[config.mk]
export PLATFORM = sky130hd
export DESIGN_NAME = aoc_output_config_port
export DESIGN_NICKNAME = d
export VERILOG_FILES = /design/src/aoc_output_config_port.v
export VERILOG_INCLUDE_DIRS = /design/src
export SDC_FILE = /design/constraint.sdc
export NUM_CORES = 1
export LEC_CHECK = 0
export BUFFER_PORTS_ARGS = -buffer_cell sky130_fd_sc_hd__buf_4
export CORE_UTILIZATION = 55
export CTS_BUF_LIST = sky130_fd_sc_hd__clkbuf_2
export DETAILED_ROUTE_END_ITERATION = 12
export PLACE_DENSITY_LB_ADDON = 0.25
export SLEW_MARGIN = 40
export SYNTH_ARGS = -nofsm -noshare
export SYNTH_HDL_FRONTEND = slang
export SYNTH_SLANG_ARGS = --single-unit
[constraint.sdc]
create_clock -name mclk -period 9.5 [get_ports mclk]
set_input_delay 1.425 -clock mclk [delete_from_list [all_inputs] [get_ports mclk]]
set_output_delay 1.425 -clock mclk [all_outputs]
set_load 0.05 [all_outputs]
[src/aoc_regs.vh]
// Constants for the converter output and configuration port.
// Assumes a 10 MHz mclk; included by bare name from the design file.
`ifndef AOC_REGS_VH
`define AOC_REGS_VH

// ================================================================
// Mode control register indices (7-bit serial address)
`define AOC_ADDR_RESET      7'h00
`define AOC_ADDR_POWER      7'h01
`define AOC_ADDR_TIMING     7'h02
`define AOC_ADDR_OUTPUT     7'h03

// ================================================================
// Field positions
`define AOC_RESET_BIT       7
`define AOC_DCS_BIT         0
`define AOC_PHASE_LSB       1
`define AOC_PHASE_MSB       2
`define AOC_MODE_LSB        0
`define AOC_MODE_MSB        1
`define AOC_CUR_LSB         2
`define AOC_CUR_MSB         4
`define AOC_TERM_BIT        5

// ================================================================
// Reset values
`define AOC_POWER_RST       8'h00
`define AOC_TIMING_RST      8'h00
`define AOC_OUTPUT_RST      8'h00

// ================================================================
// Output modes and power states
`define AOC_MODE_FULL       2'h0
`define AOC_MODE_DDRCMOS    2'h1
`define AOC_MODE_LVDS       2'h2
`define AOC_PD_NORMAL       2'h0

// ================================================================
// Serial frame layout
`define AOC_FRAME_LAST      5'h0f
`define AOC_CMD_LAST        5'h07
`define AOC_DATA_FIRST      5'h08

// ================================================================
// Timing: nap when no rising encode edge for one 500 kHz period
`define AOC_MCLK_PERIOD_NS  100
`define AOC_NAP_PERIOD_NS   2000
`define AOC_NAP_CYCLES      (`AOC_NAP_PERIOD_NS / `AOC_MCLK_PERIOD_NS)
`define AOC_SE_CYCLES       8

`endif

[src/aoc_output_config_port.v]
// Output and configuration port logic of a 16-bit sampling converter.
// Assumes all pins asynchronous to mclk and encode, sck far below 5 MHz.
`timescale 1ns/1ps
`include "aoc_regs.vh"

module aoc_output_config_port #(
    parameter LATENCY = 6
) (
    input  wire        mclk,
    input  wire        srst,
    input  wire        progModeSelect,
    input  wire        csN,
    input  wire        sck,
    input  wire        sdi,
    input  wire        sdoIn,
    input  wire        encodePos,
    input  wire        encodeNeg,
    input  wire [15:0] sampleIn,
    input  wire        sampleOvfIn,
    output reg  [15:0] dataOut,
    output reg         dataClockOutP,
    output reg         dataClockOutN,
    output reg         rangeOverflowFlag,
    output reg         sdoOut,
    output reg         sdoOeN,
    output reg         dcsEnable,
    output reg  [1:0]  outputMode,
    output reg  [1:0]  powerDown,
    output reg         napActive,
    output reg         singleEndedEnc,
    output reg  [2:0]  lvdsCurrent,
    output reg         lvdsTermEn
);

    // ================================================================
    // Pin synchronisers
    wire [6:0] pinRaw = {progModeSelect, csN, sck, sdi, sdoIn,
                         encodePos, encodeNeg};
    reg  [6:0] syncA_q;
    reg  [6:0] syncB_q;
    genvar g;
    generate
        for (g = 0; g < 7; g = g + 1) begin : gSync
            always @(posedge mclk) begin
                if (srst) begin
                    syncA_q[g] <= 1'b0;
                    syncB_q[g] <= 1'b0;
                end else begin
                    syncA_q[g] <= pinRaw[g];
                    syncB_q[g] <= syncA_q[g];
                end
            end
        end
    endgenerate

    wire parMode = syncB_q[6];
    wire csS     = syncB_q[5];
    wire sckS    = syncB_q[4];
    wire sdiS    = syncB_q[3];
    wire sdoS    = syncB_q[2];
    wire encPS   = syncB_q[1];
    wire encNS   = syncB_q[0];

    // ================================================================
    // Mode control registers
    reg  [7:0] powerReg_q;
    reg  [7:0] timingReg_q;
    reg  [7:0] outputReg_q;
    reg  [7:0] readData;
    reg  [6:0] readAddr;

    // Looked up while the address completes; latched on bit eight
    always @* begin
        readData = regRead(readAddr, powerReg_q, timingReg_q,
                           outputReg_q);
    end

    // ================================================================
    // Serial port
    reg        sckPrev_q;
    reg  [4:0] bitCnt_q;
    reg  [15:0] shiftIn_q;
    reg        readMode_q;
    reg  [7:0] readShift_q;

    // Parallel mode ignores the serial clock as a clock; sck then straps the output mode
    wire frameOn = ~parMode & ~csS;
    wire sckRise = frameOn & sckS & ~sckPrev_q;
    wire sckFall = frameOn & ~sckS & sckPrev_q;
    wire [6:0] wrAddr = shiftIn_q[13:7];
    wire [7:0] wrData = {shiftIn_q[6:0], sdiS};
    wire       doWrite = sckRise & (bitCnt_q == `AOC_FRAME_LAST) &
                         ~shiftIn_q[14];

    always @* begin
        readAddr = {shiftIn_q[5:0], sdiS};
    end

    function [7:0] regRead;
        input [6:0] a;
        input [7:0] p;
        input [7:0] t;
        input [7:0] o;
        begin
            case (a)
                `AOC_ADDR_POWER:  regRead = p;
                `AOC_ADDR_TIMING: regRead = t;
                `AOC_ADDR_OUTPUT: regRead = o;
                default:          regRead = 8'h00;
            endcase
        end
    endfunction

    always @(posedge mclk) begin
        if (srst) begin
            sckPrev_q   <= 1'b0;
            bitCnt_q    <= 5'h00;
            shiftIn_q   <= 16'h0000;
            readMode_q  <= 1'b0;
            readShift_q <= 8'hff;
            sdoOeN      <= 1'b1;
            sdoOut      <= 1'b0;
        end else begin
            sckPrev_q <= sckS;
            sdoOut    <= 1'b0;
            if (~frameOn) begin
                // Chip select high aborts any partial frame
                bitCnt_q   <= 5'h00;
                readMode_q <= 1'b0;
                sdoOeN     <= 1'b1;
            end else if (sckRise) begin
                shiftIn_q <= {shiftIn_q[14:0], sdiS};
                if (bitCnt_q != `AOC_FRAME_LAST + 5'h01)
                    bitCnt_q <= bitCnt_q + 5'h01;
                if (bitCnt_q == `AOC_CMD_LAST && shiftIn_q[6]) begin
                    readMode_q  <= 1'b1;
                    readShift_q <= readData;
                end
            end else if (sckFall && readMode_q &&
                         bitCnt_q >= `AOC_DATA_FIRST &&
                         bitCnt_q <= `AOC_FRAME_LAST + 5'h01) begin
                // Release on a one, pull low on a zero
                sdoOeN      <= readShift_q[7];
                readShift_q <= {readShift_q[6:0], 1'b1};
            end
        end
    end

    always @(posedge mclk) begin
        if (srst) begin
            powerReg_q  <= `AOC_POWER_RST;
            timingReg_q <= `AOC_TIMING_RST;
            outputReg_q <= `AOC_OUTPUT_RST;
        end else if (doWrite) begin
            case (wrAddr)
                `AOC_ADDR_RESET: begin
                    if (wrData[`AOC_RESET_BIT]) begin
                        powerReg_q  <= `AOC_POWER_RST;
                        timingReg_q <= `AOC_TIMING_RST;
                        outputReg_q <= `AOC_OUTPUT_RST;
                    end
                end
                `AOC_ADDR_POWER:  powerReg_q  <= wrData;
                `AOC_ADDR_TIMING: timingReg_q <= wrData;
                `AOC_ADDR_OUTPUT: outputReg_q <= wrData;
                default: ;
            endcase
        end
    end

    // ================================================================
    // Effective configuration: straps or registers
    reg  [1:0] modeEff;
    reg  [1:0] phaseEff;
    always @* begin
        if (parMode) begin
            modeEff  = sckS ? `AOC_MODE_LVDS : `AOC_MODE_FULL;
            phaseEff = 2'h0;
        end else begin
            modeEff  = outputReg_q[`AOC_MODE_MSB:`AOC_MODE_LSB];
            phaseEff = timingReg_q[`AOC_PHASE_MSB:`AOC_PHASE_LSB];
        end
        if (modeEff == 2'h3)
            modeEff = `AOC_MODE_FULL;
    end
    wire fullRate = (modeEff == `AOC_MODE_FULL);
    wire isLvds   = (modeEff == `AOC_MODE_LVDS);

    // ================================================================
    // Encode edge detection
    reg  [3:0] seCnt_q;
    reg        encPrev_q;
    reg  [2:0] encHist_q;
    reg  [4:0] idleCnt_q;
    // Differential mode fires on pos-over-neg; a grounded neg leaves pos
    wire encLevel = singleEndedEnc ? encPS : (encPS & ~encNS);
    wire encRise  = encLevel & ~encPrev_q;
    wire encFall  = ~encLevel & encPrev_q;
    wire [31:0] napCycles = `AOC_NAP_CYCLES;
    wire [4:0]  napLimit  = napCycles[4:0];

    always @(posedge mclk) begin
        if (srst) begin
            seCnt_q        <= 4'h0;
            singleEndedEnc <= 1'b0;
            encPrev_q      <= 1'b0;
            encHist_q      <= 3'h0;
            idleCnt_q      <= 5'h00;
        end else begin
            encPrev_q <= encLevel;
            encHist_q <= {encHist_q[1:0], encLevel};
            if (encNS) begin
                seCnt_q        <= 4'h0;
                singleEndedEnc <= 1'b0;
            end else if (seCnt_q != `AOC_SE_CYCLES) begin
                seCnt_q <= seCnt_q + 4'h1;
            end else begin
                singleEndedEnc <= 1'b1;
            end
            if (encRise)
                idleCnt_q <= 5'h00;
            else if (idleCnt_q != napLimit)
                idleCnt_q <= idleCnt_q + 5'h01;
        end
    end

    // ================================================================
    // Sample pipeline, one stage per rising encode edge
    reg  [16:0] pipe_q [0:LATENCY-1];
    reg  [16:0] ddrHold_q;
    always @(posedge mclk) begin
        if (srst)
            pipe_q[0] <= 17'h00000;
        else if (encRise)
            pipe_q[0] <= {sampleOvfIn, sampleIn};
    end
    generate
        for (g = 1; g < LATENCY; g = g + 1) begin : gPipe
            always @(posedge mclk) begin
                if (srst)
                    pipe_q[g] <= 17'h00000;
                else if (encRise)
                    pipe_q[g] <= pipe_q[g-1];
            end
        end
    endgenerate
    wire [16:0] pipeOut = pipe_q[LATENCY-1];

    // ================================================================
    // Output lane formatting
    // Odd pins carry the lane; even pins are no-connect or LVDS minus
    reg  [15:0] ddrOdd;
    reg  [15:0] ddrEven;
    generate
        for (g = 0; g < 8; g = g + 1) begin : gLane
            always @* begin
                ddrOdd[2*g+1]  = ddrHold_q[2*g+1];
                ddrEven[2*g+1] = ddrHold_q[2*g];
                // Undriven lane pins idle low in CMOS DDR
                ddrOdd[2*g]  = isLvds & ~ddrHold_q[2*g+1];
                ddrEven[2*g] = isLvds & ~ddrHold_q[2*g];
            end
        end
    endgenerate

    always @(posedge mclk) begin
        if (srst) begin
            ddrHold_q         <= 17'h00000;
            dataOut           <= 16'h0000;
            rangeOverflowFlag <= 1'b0;
        end else if (fullRate) begin
            if (encRise) begin
                dataOut           <= pipeOut[15:0];
                rangeOverflowFlag <= pipeOut[16];
            end
        end else if (encRise) begin
            // Odd half of the held word, then capture the next one
            dataOut   <= ddrOdd;
            ddrHold_q <= pipeOut;
        end else if (encFall) begin
            // Half a cycle after capture gives the extra half latency
            dataOut           <= ddrEven;
            rangeOverflowFlag <= ddrHold_q[16];
        end
    end

    // ================================================================
    // Forwarded clock and status
    wire [3:0] encTaps = {encHist_q, encLevel};
    wire       encTap  = encTaps[phaseEff];
    always @(posedge mclk) begin
        if (srst) begin
            dataClockOutP <= 1'b0;
            dataClockOutN <= 1'b1;
            dcsEnable     <= 1'b0;
            outputMode    <= `AOC_MODE_FULL;
            powerDown     <= `AOC_PD_NORMAL;
            napActive     <= 1'b0;
            lvdsCurrent   <= 3'h0;
            lvdsTermEn    <= 1'b0;
        end else begin
            // Full rate falls with the data edge, DDR low on even half
            dataClockOutP <= fullRate ? ~encTap : encTap;
            dataClockOutN <= fullRate ? encTap : ~encTap;
            dcsEnable     <= parMode ? csS :
                             timingReg_q[`AOC_DCS_BIT];
            outputMode    <= modeEff;
            powerDown     <= parMode ? {sdiS, sdoS} :
                             powerReg_q[1:0];
            napActive     <= (idleCnt_q == napLimit);
            lvdsCurrent   <= outputReg_q[`AOC_CUR_MSB:`AOC_CUR_LSB];
            lvdsTermEn    <= outputReg_q[`AOC_TERM_BIT];
        end
    end

endmodule // aoc_output_config_port

==> run_results.csv, run 1 <==
group,metric,value,unit
global_route,first_global_vias,5596,
clock_network,ctsResizeCount,0,
global_route,grtUsageTotal,18.58,%
power_and_ir_drop,p_leak,3.874,nW
floorplan,die-area,16990,µm²
placement,finalWeightedCongestion,0.7652,
global_route,met3_usage,5.125,%
clock_network,worstSkewPairLatency,0.82,ns
clock_network,cts_tree,"built",
synthesis,ys.flop_type,"dfxtp_1",
timing,rsz0062_at_grt,"false",
critical_path,crit_top_cell,"ha_1",
placement,port_buffers,56,
detailed_routing,ant_nets,0,
placement,dp_slack,6.074,ns
power_and_ir_drop,fin_total_pwr,1.792,mW
global_route,grt_max_degree,108,
timing,finalHoldViolCount,0,
flow_run,max-cap-violations,0,
detailed_routing,drt_iter0_markers,439,
clock_network,cts_setup_buffers,0,
timing,worst_pin_slew,0.7812,ns
floorplan,dieHeight,130.3,µm
global_route,grt_first_pass_wirelength,25120,µm
critical_path,end_kind,"register",
placement,postPlaceCellArea,9589,µm²
timing,finalWorstSetupSlack,6.576,ns
timing,finalSetupViolCount,0,
clock_network,cts_buffers,56,
synthesis,synth.distinct_cells,58,
final_layout,final_util,63.39,%
final_layout,final_cells,1148,
synthesis,synth_largest_area_cell,"edfxtp_1",
clock_network,htree_levels,2,
synthesis,synth_area_leaders,"edfxtp_1, dfxtp_1, and2_1",
synthesis,yosysWarnings,0,
clock_network,cts-hold-fix-buffers,0,
timing,skew,0.06326,ns
detailed_routing,postRouteWirelength,15070,µm
synthesis,syn_inst,816,
floorplan,die_x,130.3,µm
detailed_routing,drc_errors,0,
global_route,overflow,0,
timing,timing.setup.tns,0,ns
status,status,"finished clean",
timing,final.min_clock_period,2.924,ns
detailed_routing,firstDrtPassIters,4,
critical_path,cp_data_arrival_time,3.62,ns
critical_path,critical_path_class,"reg2reg",
floorplan,coreArea,16000,µm²
floorplan,core.rowCount,46,
clock_network,cts_buffer_depth,3,
synthesis,syn_avg_cell_area,11.10,µm²
critical_path,path_cells,"ha_1 -> and3_1 -> ha_1 -> nor4b_2 -> nand4_1 -> or2_2 -> a21oi_1",
synthesis,synth.net_count,853,
floorplan,initial_core_util,56.62,%
synthesis,async_flop_share,0,%
critical_path,worstPathMaxFanout,15,
clock_network,path_clk_slew,0.11,ns
critical_path,startpoint_type,"register",
synthesis,synth_edf_count,102,
detailed_routing,viasPerCell,5.086,
detailed_routing,wl_per_cell,13.12,µm
critical_path,ff2ff_setup_slack,6.58,ns
timing,slew_headroom,47.92,%
final_layout,final_area,10140,µm²
timing,fin_crit_sh,30.78,%
timing,fmax,342.0,MHz
global_route,top_usage_layer,"met2",
clock_network,cts_root_buf,"clkbuf_2",
detailed_routing,vias,5839,
critical_path,cp.required,10.19,ns
floorplan,ioPinCount,58,
final_layout,drive_gt1_share,20.95,%
global_route,grt_antenna_before_repair,1,
synthesis,ys_ff_latch,230,
synthesis,synth-seq-area-share,62.10,%
critical_path,cpPeakStageDelay,0.66,ns
final_layout,fin_nets,920,
critical_path,critPathSlowestCell,"nand4_1",
synthesis,synth.cell_area,9059,µm²
timing,slew_violations,0,
global_route,grt_util_met2,30.60,%
synthesis,yosysTopAreaCellShare,33.81,%
global_route,gr-usage-met1,23.06,%
placement,post-dp-hpwl,9192,µm
power_and_ir_drop,peakVddDrop,97.88,µV
timing,holdWs,0.4330,ns
final_layout,syn2layout_area_growth,11.96,%
clock_network,cts.sink_count,230,
power_and_ir_drop,powerDensity,176.7,nW/µm²
min_path,hold_class,"reg2reg",
placement,placedCellCount,1041,
-- cells by family after synthesis --
family                   count (synthesis)  synth area share (%)
AO/OA/AOI/OAI                          130                 9.600
XOR/XNOR                                 9                0.8701
adder cells (fa/ha/maj)                 11                 1.519
buffers and inverters                   64                 2.818
flip-flops                             230                 62.10
multiplexers                            21                 2.459
other                                    1               0.04140
AND/OR/NAND/NOR                        350                 20.59
-- where the power goes --
part / internal (mW) / total, mW / switching [mW]
logic: 0.0256 / 0.0714 / 0.0458
registers: 1.06 / 1.08 / 0.0129
clock network: 0.263 / 0.646 / 0.382
total: 1.35 / 1.79 / 0.441
-- worst paths after layout --
path | startpoint | to | depth (start not counted)
max | bitCnt_q[0] | powerReg_q[4] | 7
min | readShift_q[7] | sdoOeN | 2
max reg2reg | bitCnt_q[0] | powerReg_q[4] | 7
min reg2reg | readShift_q[7] | sdoOeN | 2
-- routing by layer --
metal | share of wire [%] | wire length (µm)
met3 | 5.8 | 872
met2 | 48 | 7157
met5 | 0 | 0
met4 | 1.9 | 289
met1 | 45 | 6746
-- flip-flops by register name, summed over array words and instances, names as in the netlist, 3 cells and up --
register / flops
dataOut: 16
shiftIn_q: 15
regRead.t: 8
powerReg_q: 8
ddrHold_q: 17
syncA_q: 7
seCnt_q: 4
readShift_q: 8
lvdsCurrent: 3
bitCnt_q: 5
idleCnt_q: 5
outputReg_q: 8
pipe_q: 102
encHist_q: 3
-- cell usage after synthesis, types with 2 or more instances --
cell type	n
a211oi_1	9
a21oi_1	64
a221oi_1	2
a22o_1	7
a22oi_1	8
a2bb2oi_1	7
a311oi_1	2
and2_1	102
and3_1	2
buf_2	6
buf_4	2
clkbuf_1	42
dfxtp_1	128
edfxtp_1	102
ha_1	11
inv_1	13
mux2_2	10
mux2i_1	11
nand2_1	116
nand2b_1	11
nand3_1	4
nand4_1	3
nor2_1	30
nor2b_1	28
nor3_1	16
o21a_1	3
o21ai_0	10
o21ba_2	2
o22a_2	7
or2_0	3
or2_2	13
or3_1	7
or3_2	2
or3b_2	2
xnor2_1	5
xor2_1	4
-- worst max-delay path: cells and delay by family, from the launching register on --
| family | cells | cell delay, ns |
|---|---|---|
| compound gates | 1 | 0.15 |
| fa+ha+maj | 2 | 0.38 |
| simple gates | 4 | 1.84 |
| flops | 1 | 0.42 |
-- cell type report --
class                           instances  area, µm²
Clock buffer                           82      410.4
Inverter                               13      48.80
Antenna cell                            1      2.502
Clock inverter                         24      127.6
Fill cell                            1276       5858
Tap cell                              216      270.3
Timing Repair Buffer                   60      456.7
Sequential cell                       230       5625
Multi-Input combinational cell        522       3201
-- placed cells by master (no fill, tap or decap), types with 3 or more instances in the layout --
cell / synthesis / final
a22oi_1: 8 / 8
inv_1: 13 / 13
a2bb2oi_1: 7 / 7
xnor2_1: 5 / 5
and2_1: 102 / 102
o21ai_0: 10 / 10
or2_0: 3 / 3
dfxtp_1: 128 / 128
o22a_2: 7 / 7
a21oi_1: 64 / 64
or2_2: 13 / 12
a211oi_1: 9 / 9
nand3_1: 4 / 4
nor3_1: 16 / 16
buf_4: 2 / 59
nand2b_1: 11 / 11
edfxtp_1: 102 / 102
clkbuf_2: 0 / 82
clkinv_1: 0 / 19
mux2i_1: 11 / 11
nand2_1: 116 / 116
a22o_1: 7 / 7
ha_1: 11 / 10
nor2b_1: 28 / 26
mux2_2: 10 / 10
xor2_1: 4 / 4
o21a_1: 3 / 3
nand4_1: 3 / 3
or3_1: 7 / 7
nor2_1: 30 / 30
Note: power is estimated with default switching activity, not from simulation.
==> inputs of run 2 (changes only) <==
- clock period: 9.5 -> 2.63 ns (I/O delays scaled with it)
==> run 2 against run 1 <==
Critical endpoint is now outputReg_q[0]. Register-to-register slack got worse by 6.3 ns. Via count is 3.5% higher. Die area unchanged. Clock power grew to 3.4 times the previous value. Clock-buffer cell count down 4. Core utilization increased by 1.9 points. Critical path depth down 1. Sequential share of layout area shrank 1.6 points. Final cell count increased by 1.8%. Worst hold slack worse by 0.049 ns. First-iteration DRC count decreased by 9.8%. Sequential power rose to 3.6 times the previous value.
==> run_results.csv, run 2 (synthesized netlist as in run 1, its figures left out) <==
group,metric,value,unit
placement,dp_slack,0.3066,ns
timing,finalHoldViolCount,0,
critical_path,path_cells,"ha_1 -> and3_1 -> ha_1 -> nor4b_2 -> a41oi_1 -> a22o_1",
final_layout,final_cells,1169,
global_route,grt_antenna_before_repair,1,
detailed_routing,ant_nets,0,
floorplan,die-area,16990,µm²
timing,slew_violations,0,
clock_network,cts_root_buf,"clkbuf_2",
floorplan,initial_core_util,56.62,%
detailed_routing,viasPerCell,5.170,
detailed_routing,firstDrtPassIters,7,
timing,skew,0.04941,ns
floorplan,die_x,130.3,µm
final_layout,final_area,10450,µm²
critical_path,startpoint_type,"register",
critical_path,crit_buf_inv,0,
power_and_ir_drop,fin_total_pwr,6.374,mW
floorplan,dieHeight,130.3,µm
global_route,grt_max_degree,88,
clock_network,cts_tree,"built",
final_layout,top_register,"pipe_q",
flow_run,max-cap-violations,0,
critical_path,crit_top_cell,"ha_1",
clock_network,worstSkewPairLatency,0.81,ns
placement,postPlaceCellArea,9688,µm²
floorplan,ioPinCount,58,
timing,rsz0062_at_grt,"false",
final_layout,regArea,5625,µm²
timing,finalSetupViolCount,0,
critical_path,cp_top_family,"compound AO/OA/AOI/OAI gates",
final_layout,drive_gt1_share,20.48,%
global_route,first_global_vias,5820,
placement,port_buffers,56,
global_route,overflow,0,
placement,post-dp-hpwl,9845,µm
critical_path,critPathSlowestCell,"nor4b_2",
timing,fmax,418.5,MHz
clock_network,htree_levels,2,
clock_network,cts_buffers,56,
timing,timing.setup.tns,0,ns
power_and_ir_drop,p_leak,4.014,nW
final_layout,multiInputGateArea,3197,µm²
floorplan,coreArea,16000,µm²
clock_network,path_clk_slew,0.10,ns
critical_path,cp.required,3.30,ns
final_layout,largest_reg_flops,102,
critical_path,cp_data_arrival_time,3.06,ns
power_and_ir_drop,powerDensity,609.8,nW/µm²
detailed_routing,drc_errors,0,
final_layout,layout_common_cells,"dfxtp_1, nand2_1, and2_1, edfxtp_1, clkbuf_2",
timing,fin_crit_sh,90.85,%
global_route,grtUsageTotal,19.65,%
final_layout,n_fill_cell,1259,
final_layout,layout_commonest_cell,"dfxtp_1",
min_path,hold_class,"in2reg",
clock_network,cts_setup_buffers,0,
detailed_routing,drt_iter0_markers,396,
final_layout,syn2layout_area_growth,15.39,%
timing,finalWorstSetupSlack,0.2406,ns
final_layout,fin_nets,958,
status,status,"finished clean",
placement,finalWeightedCongestion,0.8348,
global_route,grt_first_pass_wirelength,26400,µm
detailed_routing,wl_per_cell,13.76,µm
power_and_ir_drop,peakVddDrop,396.5,µV
timing,worst_pin_slew,0.7278,ns
detailed_routing,postRouteWirelength,16080,µm
critical_path,critical_path_class,"reg2reg",
timing,final.min_clock_period,2.389,ns
placement,placedCellCount,1050,
critical_path,end_kind,"register",
timing,slew_headroom,50.84,%
final_layout,top_regs,"pipe_q x102, ddrHold_q x17, dataOut x16",
clock_network,cts.sink_count,230,
clock_network,cts_buffer_depth,3,
critical_path,worstPathMaxFanout,8,
detailed_routing,vias,6044,
floorplan,core.rowCount,46,
critical_path,cpPeakStageDelay,0.50,ns
==> run 2: changes by cell type in the layout (fill, tap and decap cells not counted), moves of 3 or more <==
cell and delta:
dlygate4sd3_1 +29, buf_4 +7, clkbuf_2 -4, clkinv_1 -12, buf_12 +3
==> run 2: worst paths after layout <==
| path | from | end | slack, ns | cells after the start |
|---|---|---|---|---|
| worst min-delay path | encodeNeg | syncA_q[0] | 0.38 | 3 |
| worst max-delay path | bitCnt_q[0] | outputReg_q[0] | 0.24 | 6 |
| worst max register to register | bitCnt_q[0] | outputReg_q[0] | 0.24 | 6 |
| worst min register to register | syncA_q[0] | encNS | 0.45 | 1 |
==> run 2: what timing repair did <==
item,CTS,global route
setup endpoints to repair,0,4
resized for setup,0,1
hold endpoints to repair,40,0
hold buffers,29,0
==> run 2: area by class of cell <==
| cell class | instances | area share, % |
|---|---|---|
| Timing Repair Buffer | 98 | 8.092 |
| Antenna cell | 1 | 0.02394 |
| Multi-Input combinational cell | 522 | 30.58 |
| Clock buffer | 78 | 3.735 |
| Sequential cell | 230 | 53.82 |
| Tap cell | 216 | 2.586 |
| Inverter | 13 | 0.4668 |
| Clock inverter | 11 | 0.6943 |
==> run 2: metrics by stage <==
stage / hold WS, ns / utilization (%)
after floorplan: 0.4138 / -
after global placement: 0.4296 / 60.55
after detailed placement: 0.4299 / 60.55
after CTS: 0.3173 / 65.26
after global routing: 0.2948 / 65.33
final: 0.3844 / 65.33
==> run 2: per-layer routing <==
metal	track usage [%]	part of all wire (%)	up-vias	routed length, µm
li1	-	-	3036	-
met1	24.16	44	2823	7100
met2	33.17	49	157	7871
met3	5.494	5.3	28	850
met4	7.032	1.6	0	261
met5	0	0	-	0
==> run 2: worst register-to-register path, cell delays in order, from the launching register on <==
cell and delay [ns]:
dfxtp_1 0.40, ha_1 0.21, and3_1 0.17, ha_1 0.14
nor4b_2 0.50, a41oi_1 0.48, a22o_1 0.36
==> run 2: report_power, final <==
group | internal [mW] | switching (mW) | total, mW
clock | 0.881 | 1.30 | 2.18
combinational | 0.131 | 0.182 | 0.313
sequential | 3.84 | 0.0437 | 3.88
